File: src/include/ift_consts.svh
// Constants for the frame timestamp footer block
`ifndef IFT_CONSTS_SVH
`define IFT_CONSTS_SVH

// Register byte offsets
`define IFT_A_CTRL 8'h00
`define IFT_A_ERRCLR 8'h04
`define IFT_A_SECS 8'h08
`define IFT_A_TCWORD 8'h0C
`define IFT_A_TICK 8'h10
`define IFT_A_TOTAL 8'h14
`define IFT_A_FRAMES 8'h18
`define IFT_A_STATUS 8'h1C
`define IFT_A_IRQ_ST 8'h20
`define IFT_A_IRQ_CLR 8'h24
`define IFT_A_IRQ_EN 8'h28

// Control register bit positions and reset value
`define IFT_CTRL_FOOT_EN 0
`define IFT_CTRL_BCD 1
`define IFT_CTRL_FOLLOW 2
`define IFT_CTRL_IFC_RST 3
`define IFT_CTRL_RST 4'h0

// Footer layout: word index is byte offset / 4
`define IFT_FOOT_WORDS 8
`define IFT_W_SIG 3'h0
`define IFT_W_FRAME 3'h1
`define IFT_W_TIME 3'h2
`define IFT_W_TICK 3'h3
`define IFT_W_TOTAL 3'h4
`define IFT_W_STATUS 3'h5
`define IFT_W_LAST 3'h7
// Signature value is arbitrary
`define IFT_SIG 32'h5A3C_0001

// Status byte fields
`define IFT_TYPE_SECS 4'h3
`define IFT_TYPE_BCD 4'h5

// Interrupt event bits
`define IFT_EV_FRAME 0
`define IFT_EV_FOOT 1
`define IFT_EV_PPS 2
`define IFT_EV_TCERR 3
`define IFT_EV_PPSERR 4
`define IFT_EV_W 5

// Clock rates and time-code word size
`define IFT_OSC_HZ 40_000_000
`define IFT_CLK_HZ 20_000_000
`define IFT_TC_BITS 32
// Acceptable tick total between pulses (40 MHz ticks)
`define IFT_PPS_MIN 39_600_000
`define IFT_PPS_MAX 40_400_000

`endif

File: src/include/ift_pkg.sv
// Types shared by the frame timestamp footer block
package ift_pkg;

	// Stream state: pass image data or append footer
	typedef enum logic [0:0] {
		IFT_PASS,
		IFT_FOOT
	} ift_state_type;

	// All state of the footer block
	typedef struct packed {
		ift_state_type fsm;
		logic [2:0] idx;
		logic out_v;
		logic [31:0] out_d;
		logic out_l;
		logic [3:0] out_idx;
		logic [3:0] ctrl;
		logic [31:0] secs;
		logic [31:0] tick;
		logic [31:0] total;
		logic [31:0] frames;
		logic [31:0] lat_time;
		logic [31:0] lat_tick;
		logic [7:0] lat_stat;
		logic [31:0] tc_sh;
		logic [5:0] tc_cnt;
		logic [31:0] tc_word;
		logic tc_ok;
		logic pps_ok;
		logic tc_err;
		logic pps_err;
		logic fv_d;
		logic tclk_d;
		logic tfrm_d;
		logic pps_d;
		logic [4:0] irq_st;
		logic [4:0] irq_en;
		logic [31:0] rd;
	} ift_state_struct_type;

endpackage

File: src/design/ift_footer.sv
// Frame timestamp latch and 32-byte footer appender
//
// The register addresses and the strobed register port are this design's own decisions.
`timescale 1ns/1ps
`include "ift_consts.svh"
module ift_footer import ift_pkg::*; #(
	parameter int PPS_MIN_TICKS = `IFT_PPS_MIN,
	parameter int PPS_MAX_TICKS = `IFT_PPS_MAX
) (
	// Clock and reset
	input wire logic clk,
	input wire logic rst_n,
	// Register port
	input wire logic [7:0] reg_addr,
	input wire logic [31:0] reg_wdata,
	input wire logic reg_wr,
	input wire logic reg_rd,
	output logic [31:0] reg_rdata,
	output logic irq,
	// Camera frame timing
	input wire logic frame_valid,
	// Own time-code input and pulse per second
	input wire logic ext_tc_clk,
	input wire logic ext_tc_data,
	input wire logic ext_tc_frame,
	input wire logic ext_pps,
	// Time-code and pulse from the leader board
	input wire logic fol_tc_clk,
	input wire logic fol_tc_data,
	input wire logic fol_tc_frame,
	input wire logic fol_pps,
	// Image stream in
	input wire logic in_valid,
	input wire logic [31:0] in_data,
	input wire logic in_last,
	output logic in_ready,
	// DMA stream out
	output logic out_valid,
	output logic [31:0] out_data,
	output logic out_last,
	input wire logic out_ready
);

	localparam logic [31:0] TICK_STEP = 32'(`IFT_OSC_HZ / `IFT_CLK_HZ);
	localparam logic [31:0] PPS_MIN = 32'(PPS_MIN_TICKS);
	localparam logic [31:0] PPS_MAX = 32'(PPS_MAX_TICKS);
	localparam logic [3:0] IDX_IMAGE = 4'h8;

	if (PPS_MIN_TICKS < 1 || PPS_MIN_TICKS >= PPS_MAX_TICKS) begin : g_chk
		$error("ift_footer: pulse window bounds are inconsistent");
	end

	ift_state_struct_type s_r;
	ift_state_struct_type s_nxt;
	logic [1:0] rst_sync_r;
	logic rst_core_n;
	logic [8:0] pins_q;
	logic fv;
	logic tclk;
	logic tdata;
	logic tfrm;
	logic pps;
	logic fv_rise;
	logic pps_rise;
	logic tclk_rise;
	logic tfrm_fall;
	logic err_clr;
	logic ifc_fall;
	logic slot_free;
	logic in_take;

	// Reset release through two flops; assertion stays asynchronous
	always_ff @(posedge clk or negedge rst_n) begin
		if (!rst_n) begin
			rst_sync_r <= 2'h0;
		end else begin
			rst_sync_r <= {rst_sync_r[0], 1'b1};
		end
	end
	assign rst_core_n = rst_sync_r[1];

	// All pins cross into the clock domain before use
	ift_sync #(
		.WIDTH(9)
	) u_sync (
		.clk(clk),
		.rst_n(rst_core_n),
		.d({frame_valid, ext_tc_clk, ext_tc_data, ext_tc_frame, ext_pps,
			fol_tc_clk, fol_tc_data, fol_tc_frame, fol_pps}),
		.q(pins_q)
	);

	// Source select; both sets are synchronised so a switch is glitch free
	always_comb begin
		fv = pins_q[8];
		if (s_r.ctrl[`IFT_CTRL_FOLLOW]) begin
			tclk = pins_q[3];
			tdata = pins_q[2];
			tfrm = pins_q[1];
			pps = pins_q[0];
		end else begin
			tclk = pins_q[7];
			tdata = pins_q[6];
			tfrm = pins_q[5];
			pps = pins_q[4];
		end
	end

	// Edge events and stream handshake terms
	assign fv_rise = fv && !s_r.fv_d;
	assign pps_rise = pps && !s_r.pps_d;
	assign tclk_rise = tclk && !s_r.tclk_d;
	assign tfrm_fall = !tfrm && s_r.tfrm_d;
	assign err_clr = reg_wr && reg_addr == `IFT_A_ERRCLR && reg_wdata[0];
	assign ifc_fall = reg_wr && reg_addr == `IFT_A_CTRL &&
		s_r.ctrl[`IFT_CTRL_IFC_RST] && !reg_wdata[`IFT_CTRL_IFC_RST];
	assign slot_free = !s_r.out_v || out_ready;
	assign in_ready = s_r.fsm == IFT_PASS && slot_free;
	assign in_take = in_valid && in_ready;

	// Next state of the whole block
	always_comb begin
		logic tc_set;
		logic pps_set;
		logic [4:0] ev;
		logic [31:0] fw;
		s_nxt = s_r;
		tc_set = 1'b0;
		pps_set = 1'b0;
		ev = 5'h0;
		fw = 32'h0000_0000;
		s_nxt.fv_d = fv;
		s_nxt.tclk_d = tclk;
		s_nxt.tfrm_d = tfrm;
		s_nxt.pps_d = pps;

		// Tick counter in 40 MHz units, two ticks per clock
		s_nxt.tick = s_r.tick + TICK_STEP;
		if (pps_rise) begin
			s_nxt.total = s_r.tick;
			s_nxt.tick = 32'h0000_0000;
			s_nxt.secs = s_r.secs + 32'h0000_0001;
			s_nxt.pps_ok = s_r.tick >= PPS_MIN && s_r.tick <= PPS_MAX;
			pps_set = !s_nxt.pps_ok;
			ev[`IFT_EV_PPS] = 1'b1;
		end else if (s_r.tick > PPS_MAX) begin
			// Missing pulse; flag once, then stop counting further
			s_nxt.tick = s_r.tick;
			pps_set = s_r.pps_ok;
			s_nxt.pps_ok = 1'b0;
		end

		// Time-code word arrives LSB first while its frame line is high
		if (tclk_rise && tfrm) begin
			s_nxt.tc_sh = {tdata, s_r.tc_sh[31:1]};
			if (s_r.tc_cnt <= 6'(`IFT_TC_BITS)) begin
				s_nxt.tc_cnt = s_r.tc_cnt + 6'h01;
			end
		end
		if (tfrm_fall) begin
			s_nxt.tc_cnt = 6'h00;
			if (s_r.tc_cnt == 6'(`IFT_TC_BITS)) begin
				// Fields already packed sec/min/hour/day/year from LSB
				s_nxt.tc_word = s_r.tc_sh;
				s_nxt.tc_ok = 1'b1;
			end else begin
				s_nxt.tc_ok = 1'b0;
				tc_set = 1'b1;
			end
		end

		// Sticky errors: a new error beats a clear in the same cycle
		s_nxt.tc_err = (s_r.tc_err && !err_clr) || tc_set;
		s_nxt.pps_err = (s_r.pps_err && !err_clr) || pps_set;
		ev[`IFT_EV_TCERR] = tc_set;
		ev[`IFT_EV_PPSERR] = pps_set;

		// Time captured at frame start, emitted later in the footer
		if (fv_rise) begin
			s_nxt.lat_time = s_r.ctrl[`IFT_CTRL_BCD] ?
				s_r.tc_word : s_r.secs;
			s_nxt.lat_tick = s_r.tick;
			s_nxt.lat_stat = {s_r.pps_err, s_r.tc_err, s_r.pps_ok,
				s_r.tc_ok, s_r.ctrl[`IFT_CTRL_BCD] ?
				`IFT_TYPE_BCD : `IFT_TYPE_SECS};
			ev[`IFT_EV_FRAME] = 1'b1;
		end

		// Footer word for the current index
		case (s_r.idx)
			`IFT_W_SIG: fw = `IFT_SIG;
			`IFT_W_FRAME: fw = s_r.frames;
			`IFT_W_TIME: fw = s_r.lat_time;
			`IFT_W_TICK: fw = s_r.lat_tick;
			`IFT_W_TOTAL: fw = s_r.total;
			`IFT_W_STATUS: fw = {24'h00_0000, s_r.lat_stat};
			default: fw = 32'h0000_0000;
		endcase

		// Output slot empties when the sink takes it
		if (out_ready) begin
			s_nxt.out_v = 1'b0;
		end
		case (s_r.fsm)
			IFT_PASS: begin
				// Image words pass unchanged
				if (in_take) begin
					s_nxt.out_v = 1'b1;
					s_nxt.out_d = in_data;
					s_nxt.out_idx = IDX_IMAGE;
					s_nxt.out_l = in_last &&
						!s_r.ctrl[`IFT_CTRL_FOOT_EN];
					if (in_last && s_r.ctrl[`IFT_CTRL_FOOT_EN]) begin
						s_nxt.fsm = IFT_FOOT;
						s_nxt.idx = 3'h0;
					end else if (in_last) begin
						s_nxt.frames = s_r.frames + 32'h0000_0001;
					end
				end
			end
			IFT_FOOT: begin
				// Eight footer words right after the last image word
				if (slot_free) begin
					s_nxt.out_v = 1'b1;
					s_nxt.out_d = fw;
					s_nxt.out_idx = {1'b0, s_r.idx};
					s_nxt.out_l = s_r.idx == `IFT_W_LAST;
					s_nxt.idx = s_r.idx + 3'h1;
					if (s_r.idx == `IFT_W_LAST) begin
						s_nxt.fsm = IFT_PASS;
						s_nxt.frames = s_r.frames + 32'h0000_0001;
						ev[`IFT_EV_FOOT] = 1'b1;
					end
				end
			end
			default: s_nxt.fsm = IFT_PASS;
		endcase

		// Register writes
		if (reg_wr) begin
			case (reg_addr)
				`IFT_A_CTRL: s_nxt.ctrl = reg_wdata[3:0];
				`IFT_A_SECS: s_nxt.secs = reg_wdata;
				`IFT_A_IRQ_EN: s_nxt.irq_en = reg_wdata[4:0];
				default: s_nxt.ctrl = s_nxt.ctrl;
			endcase
		end
		if (ifc_fall) begin
			s_nxt.frames = 32'h0000_0000;
		end

		// Interrupt status: set beats clear
		s_nxt.irq_st = s_r.irq_st & ~((reg_wr &&
			reg_addr == `IFT_A_IRQ_CLR) ? reg_wdata[4:0] : 5'h00);
		s_nxt.irq_st = s_nxt.irq_st | ev;

		// Read data stand for one cycle only
		s_nxt.rd = 32'h0000_0000;
		if (reg_rd) begin
			case (reg_addr)
				`IFT_A_CTRL: s_nxt.rd = {28'h000_0000, s_r.ctrl};
				`IFT_A_SECS: s_nxt.rd = s_r.secs;
				`IFT_A_TCWORD: s_nxt.rd = s_r.tc_word;
				`IFT_A_TICK: s_nxt.rd = s_r.tick;
				`IFT_A_TOTAL: s_nxt.rd = s_r.total;
				`IFT_A_FRAMES: s_nxt.rd = s_r.frames;
				`IFT_A_STATUS: s_nxt.rd = {28'h000_0000, s_r.pps_err,
					s_r.tc_err, s_r.pps_ok, s_r.tc_ok};
				`IFT_A_IRQ_ST: s_nxt.rd = {27'h000_0000, s_r.irq_st};
				`IFT_A_IRQ_EN: s_nxt.rd = {27'h000_0000, s_r.irq_en};
				default: s_nxt.rd = 32'h0000_0000;
			endcase
		end
	end

	always_ff @(posedge clk or negedge rst_core_n) begin
		if (!rst_core_n) begin
			s_r <= '0;
		end else begin
			s_r <= s_nxt;
		end
	end

	// Outputs straight from state
	assign out_valid = s_r.out_v;
	assign out_data = s_r.out_d;
	assign out_last = s_r.out_l;
	assign reg_rdata = s_r.rd;
	assign irq = |(s_r.irq_st & s_r.irq_en);
endmodule

File: src/design/ift_sync.sv
// Two-flop synchroniser for pins from outside the clock domain
`timescale 1ns/1ps
module ift_sync #(
	parameter int WIDTH = 1
) (
	// Clock and reset
	input wire logic clk,
	input wire logic rst_n,
	// Pins and their synchronised copy
	input wire logic [WIDTH-1:0] d,
	output logic [WIDTH-1:0] q
);

	typedef struct packed {
		logic [WIDTH-1:0] s1;
		logic [WIDTH-1:0] s2;
	} ift_sync_type;

	ift_sync_type s_r;
	ift_sync_type s_nxt;

	if (WIDTH < 1) begin : g_chk
		$error("ift_sync: WIDTH must be at least 1");
	end

	// First stage feeds only the second stage
	always_comb begin
		s_nxt.s1 = d;
		s_nxt.s2 = s_r.s1;
	end

	always_ff @(posedge clk or negedge rst_n) begin
		if (!rst_n) begin
			s_r <= '0;
		end else begin
			s_r <= s_nxt;
		end
	end

	assign q = s_r.s2;

endmodule

File: config.mk
export PLATFORM = sky130hd
export DESIGN_NAME = ift_footer
export DESIGN_NICKNAME = d
export VERILOG_FILES = /design/src/include/ift_pkg.sv /design/src/design/ift_footer.sv /design/src/design/ift_sync.sv
export VERILOG_INCLUDE_DIRS = /design/src /design/src/include
export SDC_FILE = /design/constraint.sdc
export NUM_CORES = 1
export LEC_CHECK = 0
export BUFFER_PORTS_ARGS = -buffer_cell sky130_fd_sc_hd__buf_4
export CAP_MARGIN = 20
export CELL_PAD_IN_SITES_DETAIL_PLACEMENT = 0
export CELL_PAD_IN_SITES_GLOBAL_PLACEMENT = 1
export CORE_MARGIN = 3
export CORE_UTILIZATION = 47
export CTS_CLUSTER_DIAMETER = 80
export DETAILED_ROUTE_END_ITERATION = 6
export PLACE_DENSITY_LB_ADDON = 0.1
export RECOVER_POWER = 25
export SYNTH_ARGS = -nofsm -noshare
export SYNTH_HDL_FRONTEND = slang
export SYNTH_HIERARCHICAL = 1
export SYNTH_SLANG_ARGS = --single-unit
File: constraint.sdc
create_clock -name clk -period 13.5 [get_ports clk]
set_clock_uncertainty 0.05 [all_clocks]
set_input_delay 1.35 -clock clk [delete_from_list [all_inputs] [get_ports clk]]
set_output_delay 1.35 -clock clk [all_outputs]
set_load 0.01 [all_outputs]
---- Word level (Yosys, flattened, before mapping) ----
Index checks and enable logic that the tools add are counted.
cells by class
  bitwise gates (word level) .............. 5
  equal/unequal tests ..................... 26
  $add $sub $neg .......................... 5
  reduce and logical (&&, ||, !) cells .... 43
  mux-type cells .......................... 44
  $lt $le $gt $ge ......................... 4
operators by type and width
  operator                                                                  count
  32-bit two-way mux                                                        14
  32-bit one-hot mux with 9 select lines                                    1
  32-bit one-hot mux with 6 select lines                                    1
  42-bit two-way mux                                                        2
  42-bit one-hot mux with 2 select lines                                    1
  32-bit by 1-bit adder with 32-bit output (second input constant)          2
  32-bit one-hot mux with 2 select lines                                    1
  39-bit two-way mux                                                        1
  32-bit by 2-bit adder with 32-bit output (second input constant)          1
  8-bit by 5-bit == test with 1-bit output (second input constant)          4
  32-bit by 26-bit >= comparator with 1-bit output (second input constant)  1
  32-bit by 26-bit > comparator with 1-bit output (second input constant)   1
  32-bit by 26-bit <= comparator with 1-bit output (second input constant)  1
  8-bit by 6-bit == test with 1-bit output (second input constant)          3
  1-bit logical AND                                                         18
  1-bit two-way mux                                                         18
  8-bit by 4-bit == test with 1-bit output (second input constant)          2
  6-bit two-way mux                                                         2
  5-bit bitwise AND                                                         2
  2-bit AND reduction                                                       5
  3-bit == test (second input constant)                                     3
  1-bit logical NOT                                                         9
  3-bit != test (second input constant)                                     3
  8-bit by 3-bit == test with 1-bit output (second input constant)          1
  22 further kinds                                                          30
storage, ports and cells
  output and inout bits ................... 68
  logic and storage cells ................. 157
  register bits ........................... 382
  bits of input ports ..................... 88

---- Depth between registers and ports, before layout ----
Gate-level depths: netlist (run 1).
  word-level depth ........................ 7
  gate-level depth with buffers ........... 10
  mapped depth without buffers ............ 8

---- Cells and area by module ----
Netlist (run 1), hierarchy kept.
modules (own cells, without submodules)
  module      times used  seq. area each (um^2)  cells an instance  area an instance (um^2)
  ift_footer  1           9008.6                 1772               17426.7
  ift_sync    1           450.4                  18                 450.4

---- Worst setup path after synthesis (run 1) ----
OpenSTA, ideal clock, no wires.
  kind .................................... in2reg
  from .................................... in out_ready
  to ...................................... reg s_r[221] (netlist bit)
  required time ........................... 13.321 ns
  arrival time ............................ 2.911 ns
  path slack .............................. 10.409 ns
  stages .................................. 6
  buffers on the path ..................... 0
  library setup time ...................... 0.129 ns
  cell sequence ........................... nor2b_1 or4_4 a2111oi_4 nor4b_4 xnor2_1 nor2_2
on the way
  word-level cells in the longest chain between the ends .. 5
  elaborated cells between the ends (all ways) .. 6
  those cells by class .................... eq/ne: 2; reduce/logical: 4
RTL lines
  item                                      line               RTL
  from (decl)                               ift_footer.sv:41   input wire logic out_ready
  1-bit logical OR (*)                      ift_footer.sv:117  assign slot_free = !s_r.out_v || out_ready;
  1-bit logical AND                         ift_footer.sv:118  assign in_ready = s_r.fsm == IFT_PASS && slot_free;
  1-bit logical AND                         ift_footer.sv:119  assign in_take = in_valid && in_ready;
  3-bit != test (no source line)            --
  5-bit AND reduction (no source line) (*)  --
  to (signal assigned)                      ift_footer.sv:280  s_r <= s_nxt;
  to (decl)                                 ift_footer.sv:53   ift_state_struct_type s_r;
Every way passes the cells marked *; elsewhere a longest branch is shown, timed or not.
A chain may end at the register's enable or synchronous reset.

==> results.txt, run 1 <==
core box area = 37000 sq um
Setup WS pre-CTS = 9.38 ns
Final nets = 1934
Syn. warnings = 6
crit path DAT = 5.75 ns
CTS Buf Count = 43
grt ovf = 0
reg-to-reg setup timing slack = 8.32 ns
Buffers on Ports = 155
ANT nets after route = 0
Cell Pwr Density = 149 nW/um^2
max-cap violation count = 5
HP Class = reg2reg
Least-Margin Pin Slew = 3.70 ns
Max Clk Rate = 193 MHz
drc violations = 0
H-Tree Depth = 2
Crit. End Element = asynchronous set/reset pin
leakage = 9.17 nW
most common cell in the synthesized netlist = dfrtp_1
global placement routability congestion = 0.892
final hold vios = 0
antenna diode count = 0
IO Pins = 156
clk_lat worst skew = 0.56 ns
# rows = 70
critical path launch point type = register
Synth cell types = 60
Synth area leader = dfrtp_1
r2r startpoint = rst_sync_r[1]$_DFF_PN0_
die area = 40400 sq um
Area Growth Syn to Fin = 13.9%
DR WL/cell = 23.0 microns
vias in the first global route = 13.7k
layout cells sized above 1 = 18.0%
clk root buf = clkbuf_16
Cells after Synth = 1790
Finished Cell Area = 20400 sq um
final setup violating endpoints = 0
CTS tree = done
asr flop ratio synth = 100%
setup TNS = 0 ns
final WL = 54400 microns
initial drt markers = 1538
min Tclk post-route = 5.18 ns
Die H = 201 microns
Syn Nets = 1890
crit-path max FO = 65
fill count = 3330
overall routing resource usage = 26.9%
crit path kind = reg2async
pin count of the biggest net entering global routing = 107
sequential area share after synthesis = 52.9%
RSZ-0062 raised after global routing = no
outcome = complete, but fails checks
Slew HR = -146%
fin crit share = 38.4%
first-pass GRT wire length = 84100 microns
failing checks = max-capacitance violations, max-slew violations
Clock Path Buffers = 3
clk sink count = 378
worst r2r dst = out_data[15]$_DFFE_PN0P_
pins over their slew limit = 247
most frequent cells after synthesis = 378 x dfrtp_1, 333 x nand2_1, 111 x a22oi_1
Post-DP Area = 19000 sq um
first-pass detailed-route iteration total = 7
WP data required = 14.07 ns
EDFF count, synth = 0
Die X = 201 microns
Synth area leaders = dfrtp_1 53%, nand2_1 7.0%, mux2_2 4.9%
hold_buf cts = 0
initial antenna violation count = 0
worst setup margin = 8.32 ns
CP endpoint = out_data[15]$_DFFE_PN0P_
syn avg cell area = 9.99 sq um
post-cts gate resize count = 0
Final Total Pwr = 3.03 mW
initial core utilization = 48.3%
Vias/cell = 5.88
cells on worst reg2reg path = 2
Mapped Area = 17900 sq um
Crit. Startpoint = rst_sync_r[1]$_DFF_PN0_
dpl hpwl = 35800 microns
peak supply drop = 0.000104 V
clock transition at the registers of the reported paths = 0.06 ns
flops & latches, synth = 378
number of post-CTS setup repair buffers = 0
Worst Hold Margin = 0.291 ns
ys flop type = dfrtp_1
via count = 13.9k
share of the synthesized area in the top cell type = 52.9%
## critical path: stages, from the launching register on
cell,delay (ns)
dfrtp_1,1.72
clkbuf_1,2.53
buf_4,0.88
## cell families (layout without fill, tap and decap cells)
kind of cell | after synthesis | count (layout) | share of synthesized area (%)
DFF | 378 | 378 | 52.9
buffers and inverters | 207 | 285 | 5.79
adders and majority gates | 12 | 12 | 0.840
other | 1 | 1 | 0.0210
AOI/OAI and AO/OA | 377 | 377 | 14.0
and+or+nand+nor | 624 | 624 | 15.7
muxes | 119 | 119 | 7.21
xor gates and xnor gates | 72 | 72 | 3.53
## power breakdown
group          internal (mW)  total (mW)  switching (mW)
sequential              1.24        1.37           0.129
clock                  0.658        1.12           0.463
combinational          0.205       0.532           0.327
total                   2.11        3.03           0.919
## stage by stage
step / instances / utilization (%)
2_1_floorplan: 1790 / -
3_3_place_gp: 2287 / 51.2
3_5_place_dp: 2287 / 51.2
4_1_cts: 2366 / 54.9
5_1_grt: 2372 / 55.0
6_report: 2372 / 55.0
## cell usage in the layout (no fill, tap or decap), types with 39 or more instances in the layout
master / count
a21oi_1: 80
a22oi_1: 111
buf_4: 164
clkbuf_16: 45
dfrtp_1: 378
mux2_2: 78
mux2i_1: 41
nand2_1: 332
nand3_1: 42
nor2_1: 101
o21ai_0: 86
xor2_1: 39
## per-layer routing
metal  part of all wire [%]  track usage (%)  up-vias
met5                      0                0        -
met4                    3.0             8.78        0
met3                    7.8             5.92       92
met2                     43             38.6      571
met1                     47             40.4     6944
li1                       -                -     6336
## layout make-up
class	instances	area (sq um)	share of cell area, %
clock buffers	72	1310	6.42
clock inverters	7	38.8	0.190
inverters	22	82.6	0.405
multi-input cells	1205	7460	36.6
flip-flops and latches	378	9460	46.4
well taps	504	631	3.10
repair buffers	184	1390	6.84
## worst min path at each step
stage          cells past startpoint                      end                       from
6_report                           0    u_sync/q[0]$_DFF_PN0_  u_sync/s_nxt[0]$_DFF_PN0_
5_1_grt                            0    u_sync/q[0]$_DFF_PN0_  u_sync/s_nxt[0]$_DFF_PN0_
4_1_cts                            0    u_sync/q[0]$_DFF_PN0_  u_sync/s_nxt[0]$_DFF_PN0_
3_5_place_dp                       0    u_sync/q[0]$_DFF_PN0_  u_sync/s_nxt[0]$_DFF_PN0_
3_3_place_gp                       0    u_sync/q[3]$_DFF_PN0_  u_sync/s_nxt[3]$_DFF_PN0_
2_1_floorplan                      0  rst_sync_r[1]$_DFF_PN0_    rst_sync_r[0]$_DFF_PN0_
## registers in the layout, summed over array words and instances, names as in the netlist
signal / count
reg_rdata: 32
out_valid: 1
out_data: 32
u_sync/s_nxt: 9
s_r: 292
out_last: 1
rst_sync_r: 2
u_sync/q: 9
(Power assumes the default switching activity.)
==> run 2: changes to the inputs <==
==> constraint.sdc (replaced) <==
create_clock -name clk -period 4.85 [get_ports clk]
set_clock_uncertainty 0.05 [all_clocks]
set_input_delay 0.485 -clock clk [delete_from_list [all_inputs] [get_ports clk]]
set_output_delay 0.485 -clock clk [all_outputs]
set_load 0.01 [all_outputs]
==> results.txt, run 2 (same netlist as run 1, synthesis figures left out) <==
outcome = complete, but fails checks
failing checks = design-rule violations, max-capacitance violations, max-slew violations
post-cts gate resize count = 0
initial core utilization = 48.3%
reg-to-reg setup timing slack = 1.61 ns
IO Pins = 156
clk_lat worst skew = 0.57 ns
via count = 14.0k
initial drt markers = 1358
CTS tree = done
crit path kind = reg2reg
CTS Buf Count = 43
worst-path cell chain = nor4_1 > nand4_1 > a211o_1 > a2bb2oi_1 > mux2i_1 > nor2_1
critical path launch point type = register
final WL = 54800 microns
first-pass detailed-route iteration total = 7
DR WL/cell = 23.0 microns
crit-path max cell delay = 0.86 ns
initial antenna violation count = 3
Die H = 201 microns
Least-Margin Pin Slew = 2.26 ns
hold path depth = 3
Max Clk Rate = 309 MHz
global placement routability congestion = 0.876
final hold vios = 0
Crit. End Element = register
buffer and inverter count on the worst path = 0
leakage = 9.26 nW
layout cells sized above 1 = 18.1%
Hold Path End = out_data[7]$_DFFE_PN0P_
dpl hpwl = 37300 microns
Finished Layout Cells = 2381
worst r2r dst = s_r[258]$_DFFE_PN0P_
Buffers on Ports = 155
Cell Pwr Density = 417 nW/um^2
Finished Cell Area = 20600 sq um
final setup violating endpoints = 0
first-pass GRT wire length = 84600 microns
Vias/cell = 5.89
clk sink count = 378
Post-DP Area = 19000 sq um
setup TNS = 0 ns
overall routing resource usage = 27.0%
Slew HR = -50.8%
HP Start = in_data[7]
max-cap violation count = 3
grt ovf = 0
Largest Register = s_r
H-Tree Depth = 2
ANT nets after route = 0
r2r startpoint = s_r[285]$_DFFE_PN0P_
clock transition at the registers of the reported paths = 0.06 ns
Top Family by Delay on Critical Path = compound AO/OA/AOI/OAI gates
# rows = 70
crit path DAT = 3.61 ns
post-placement cell count = 2290
Crit. Startpoint = s_r[285]$_DFFE_PN0P_
Setup WS pre-CTS = 1.63 ns
max reg flops = 292
Worst path slowest cell = nor4_1
min Tclk post-route = 3.24 ns
commonest non-fill, non-tap cell in the layout = dfrtp_1
cells on worst reg2reg path = 6
die area = 40400 sq um
worst setup margin = 1.61 ns
RSZ-0062 raised after global routing = no
core box area = 37000 sq um
Util after Layout = 55.5%
Final Total Pwr = 8.57 mW
Clock Path Buffers = 3
clk root buf = clkbuf_16
Area Growth Syn to Fin = 15.0%
HP Class = in2reg
most frequent cells in the layout = 377 x dfrtp_1, 332 x nand2_1, 162 x buf_4
Die X = 201 microns
peak supply drop = 0.000264 V
drc violations = 1
WP data required = 5.22 ns
vias in the first global route = 13.7k
pins over their slew limit = 134
Final nets = 1944
pin count of the biggest net entering global routing = 139
crit-path max FO = 13
fin crit share = 66.8%
Worst Hold Margin = 0.0783 ns
run 2: metal layers:
| metal | track usage, % | share of wire, % |
|---|---|---|
| met5 | 0 | 0.020 |
| met4 | 7.95 | 2.5 |
| met3 | 5.89 | 7.9 |
| met2 | 39.3 | 43 |
| met1 | 40.4 | 46 |
run 2: repair_timing:
action	in CTS	in global routing
hold buffers	10	0
setup buffers	0	0
endpoints found under the hold margin	11	0
run 2: worst min-delay path, cell delays in order:
cell and delay, ns:
buf_4 0.08, a222oi_1 0.05, inv_1 0.05
run 2: worst max-delay path by stage:
stage / end / slack, ns / depth (start not counted)
after floorplan: out_data[0]$_DFFE_PN0P_ / 1.08 / 0
after global placement: s_r[299]$_DFF_PN0_ / 1.65 / 7
after detailed placement: s_r[299]$_DFF_PN0_ / 1.63 / 7
after CTS: s_r[258]$_DFFE_PN0P_ / 1.69 / 6
after global routing: out_data[8]$_DFFE_PN0P_ / 1.32 / 1
final: s_r[258]$_DFFE_PN0P_ / 1.61 / 6
run 2: cell type report:
type	instances	area, sq um
Multi-Input combinational cell	1205	7450
Inverter	22	82.6
Antenna cell	1	2.50
Fill cell	3289	16500
Clock buffer	64	1260
Sequential cell	378	9460
Clock inverter	13	155
Tap cell	504	631
Timing Repair Buffer	194	1510
run 2: power breakdown:
part	internal [mW]	switching (mW)
Clock	1.96	1.33
Combinational	0.564	0.840
Sequential	3.46	0.406
==> run 3: changes to the inputs <==
==> constraint.sdc (replaced) <==
create_clock -name clk -period 3.1 [get_ports clk]
set_clock_uncertainty 0.05 [all_clocks]
set_input_delay 0.31 -clock clk [delete_from_list [all_inputs] [get_ports clk]]
set_output_delay 0.31 -clock clk [all_outputs]
set_load 0.01 [all_outputs]
==> results.txt, run 3 (same netlist as run 1, synthesis figures left out) <==
outcome = complete, but fails checks
failing checks = max-capacitance violations, max-slew violations
core box area = 37000 sq um
r2r startpoint = s_r[362]$_DFFE_PN0P_
pin count of the biggest net entering global routing = 81
fin crit share = 87.4%
commonest non-fill, non-tap cell in the layout = dfrtp_1
max-cap violation count = 1
Post-DP Area = 19300 sq um
layout cells sized above 1 = 19.0%
Cell Pwr Density = 633 nW/um^2
internal power = 9.52 mW
global placement routability congestion = 0.972
GRT met1 Usage = 43.0%
Final nets = 2038
crit-path max cell delay = 0.72 ns
Gate power share = 16.7%
drc violations = 0
max reg flops = 292
met3 Usage GRT = 5.71%
via count = 14.4k
buffer and inverter count on the worst path = 1
GR Util met2 = 40.0%
initial antenna violation count = 0
crit-path max FO = 21
DR WL/cell = 22.7 microns
worst-path cell chain = inv_1 > ha_1 > nor2b_2 > nor4_1 > or2_2 > a31oi_1 > a21oi_1 > o21ai_0
# rows = 70
WP data required = 3.54 ns
HP Start = in_data[27]
Max Clk Rate = 369 MHz
sequential power share = 44.7%
Worst path slowest cell = nor2b_2
Crit. End Element = register
Top Family by Delay on Critical Path = simple AND/OR/NAND/NOR gates
clk root buf = clkbuf_16
Die H = 201 microns
pins over their slew limit = 34
Vias/cell = 5.80
grt ovf = 0
final hold vios = 0
post-placement cell count = 2324
switching share of power = 29.7%
ANT nets after route = 0
peak supply drop = 0.000446 V
critical path launch point type = register
Clock Power Share = 38.6%
reg-to-reg setup timing slack = 0.39 ns
post-cts gate resize count = 0
Hold Path End = out_data[27]$_DFFE_PN0P_
CTS Buf Count = 42
Least-Margin Pin Slew = 1.55 ns
first-pass detailed-route iteration total = 6
initial core utilization = 48.3%
initial drt markers = 1369
crit path kind = reg2reg
antenna diode count = 0
Die X = 201 microns
Register Area = 9460 sq um
Clock Path Buffers = 3
Multi-input gate area = 7430 sq um
Largest Register = s_r
crit path DAT = 3.15 ns
fill count = 3261
Area Growth Syn to Fin = 19.7%
most frequent cells in the layout = 376 x dfrtp_1, 332 x nand2_1, 189 x buf_4
clock transition at the registers of the reported paths = 0.06 ns
Slew HR = -3.33%
Buffers on Ports = 155
dpl hpwl = 39100 microns
min Tclk post-route = 2.71 ns
RSZ-0062 raised after global routing = no
clk sink count = 378
H-Tree Depth = 2
final setup violating endpoints = 0
Final Total Pwr = 13.5 mW
Finished Layout Cells = 2475
Setup WS pre-CTS = 0.416 ns
overall routing resource usage = 27.9%
vias in the first global route = 14.1k
hold path depth = 3
HP Class = in2reg
Finished Cell Area = 21400 sq um
setup TNS = 0 ns
busiest grt layer = met1
first-pass GRT wire length = 87500 microns
worst r2r dst = out_data[5]$_DFFE_PN0P_
cells on worst reg2reg path = 8
die area = 40400 sq um
CTS tree = done
worst setup margin = 0.390 ns
clk_lat worst skew = 0.58 ns
IO Pins = 156
Net Sw Power = 4.02 mW
leakage = 9.68 nW
final WL = 56100 microns
-- run 3: cell count changes in the layout (fill, tap and decap cells not counted), sizes merged --
cell / previous run / this run
clkbuf: 82 / 83
bufinv: 3 / 4
dlygate4sd3: 10 / 74
clkinv: 7 / 11
diode: 1 / 0
inv: 25 / 24
dlymetal6s4s: 0 / 1
buf: 166 / 191
-- run 3: stage by stage --
| stage | hold slack, ns | utilization [%] |
|---|---|---|
| finish | 0.0315 | 57.8 |
| global route | 0.0275 | 57.8 |
| CTS | 0.00840 | 58.0 |
| detailed placement | 0.0437 | 52.1 |
| global placement | 0.0426 | 52.1 |
| floorplan | -0.0356 | - |
-- run 3: repair_timing --
action,4_1_cts,5_1_grt
hold buffers,74,0
endpoints found under the hold margin,87,0
setup buffers,0,0
-- run 3: worst max-delay path by stage --
stage / startpoint / endpoint / cells after the start
floorplan: rst_sync_r[1]$_DFF_PN0_ / out_data[0]$_DFFE_PN0P_ / 0
global placement: s_r[362]$_DFFE_PN0P_ / out_data[27]$_DFFE_PN0P_ / 7
detailed placement: s_r[362]$_DFFE_PN0P_ / out_data[5]$_DFFE_PN0P_ / 8
CTS: s_r[362]$_DFFE_PN0P_ / out_data[5]$_DFFE_PN0P_ / 8
global route: s_r[362]$_DFFE_PN0P_ / out_data[18]$_DFFE_PN0P_ / 7
finish: s_r[362]$_DFFE_PN0P_ / out_data[5]$_DFFE_PN0P_ / 8
-- run 3: cell type report --
type	instances	share of cell area, %
multi-input cells	1205	34.7
repair buffers	289	10.9
inverters	22	0.386
well taps	504	2.95
clock buffers	60	5.83
clock inverters	17	0.953
flip-flops and latches	378	44.2
-- run 3: per-layer routing --
metal,part of all wire (%),vias to the layer above
met5,0,-
met2,42,658
li1,-,6541
met1,47,7078
met3,9.2,76
met4,2.0,0
-- run 3: power by group through the flow --
stage	clock [mW]	sequential (mW)	combinational, mW
final	5.23	6.05	2.26
after global routing	5.55	6.10	2.50
after detailed placement	0	6.11	2.18
after floorplan	0	5.88	1.47
after global placement	0	6.10	2.15
after CTS	5.36	6.02	2.26
-- run 3: worst reg2reg max path, stage by stage (launching register included) --
cell and delay, ns:
dfrtp_1 0.42, inv_1 0.10, ha_1 0.25, nor2b_2 0.72
nor4_1 0.13, or2_2 0.51, a31oi_1 0.27, a21oi_1 0.06
o21ai_0 0.14
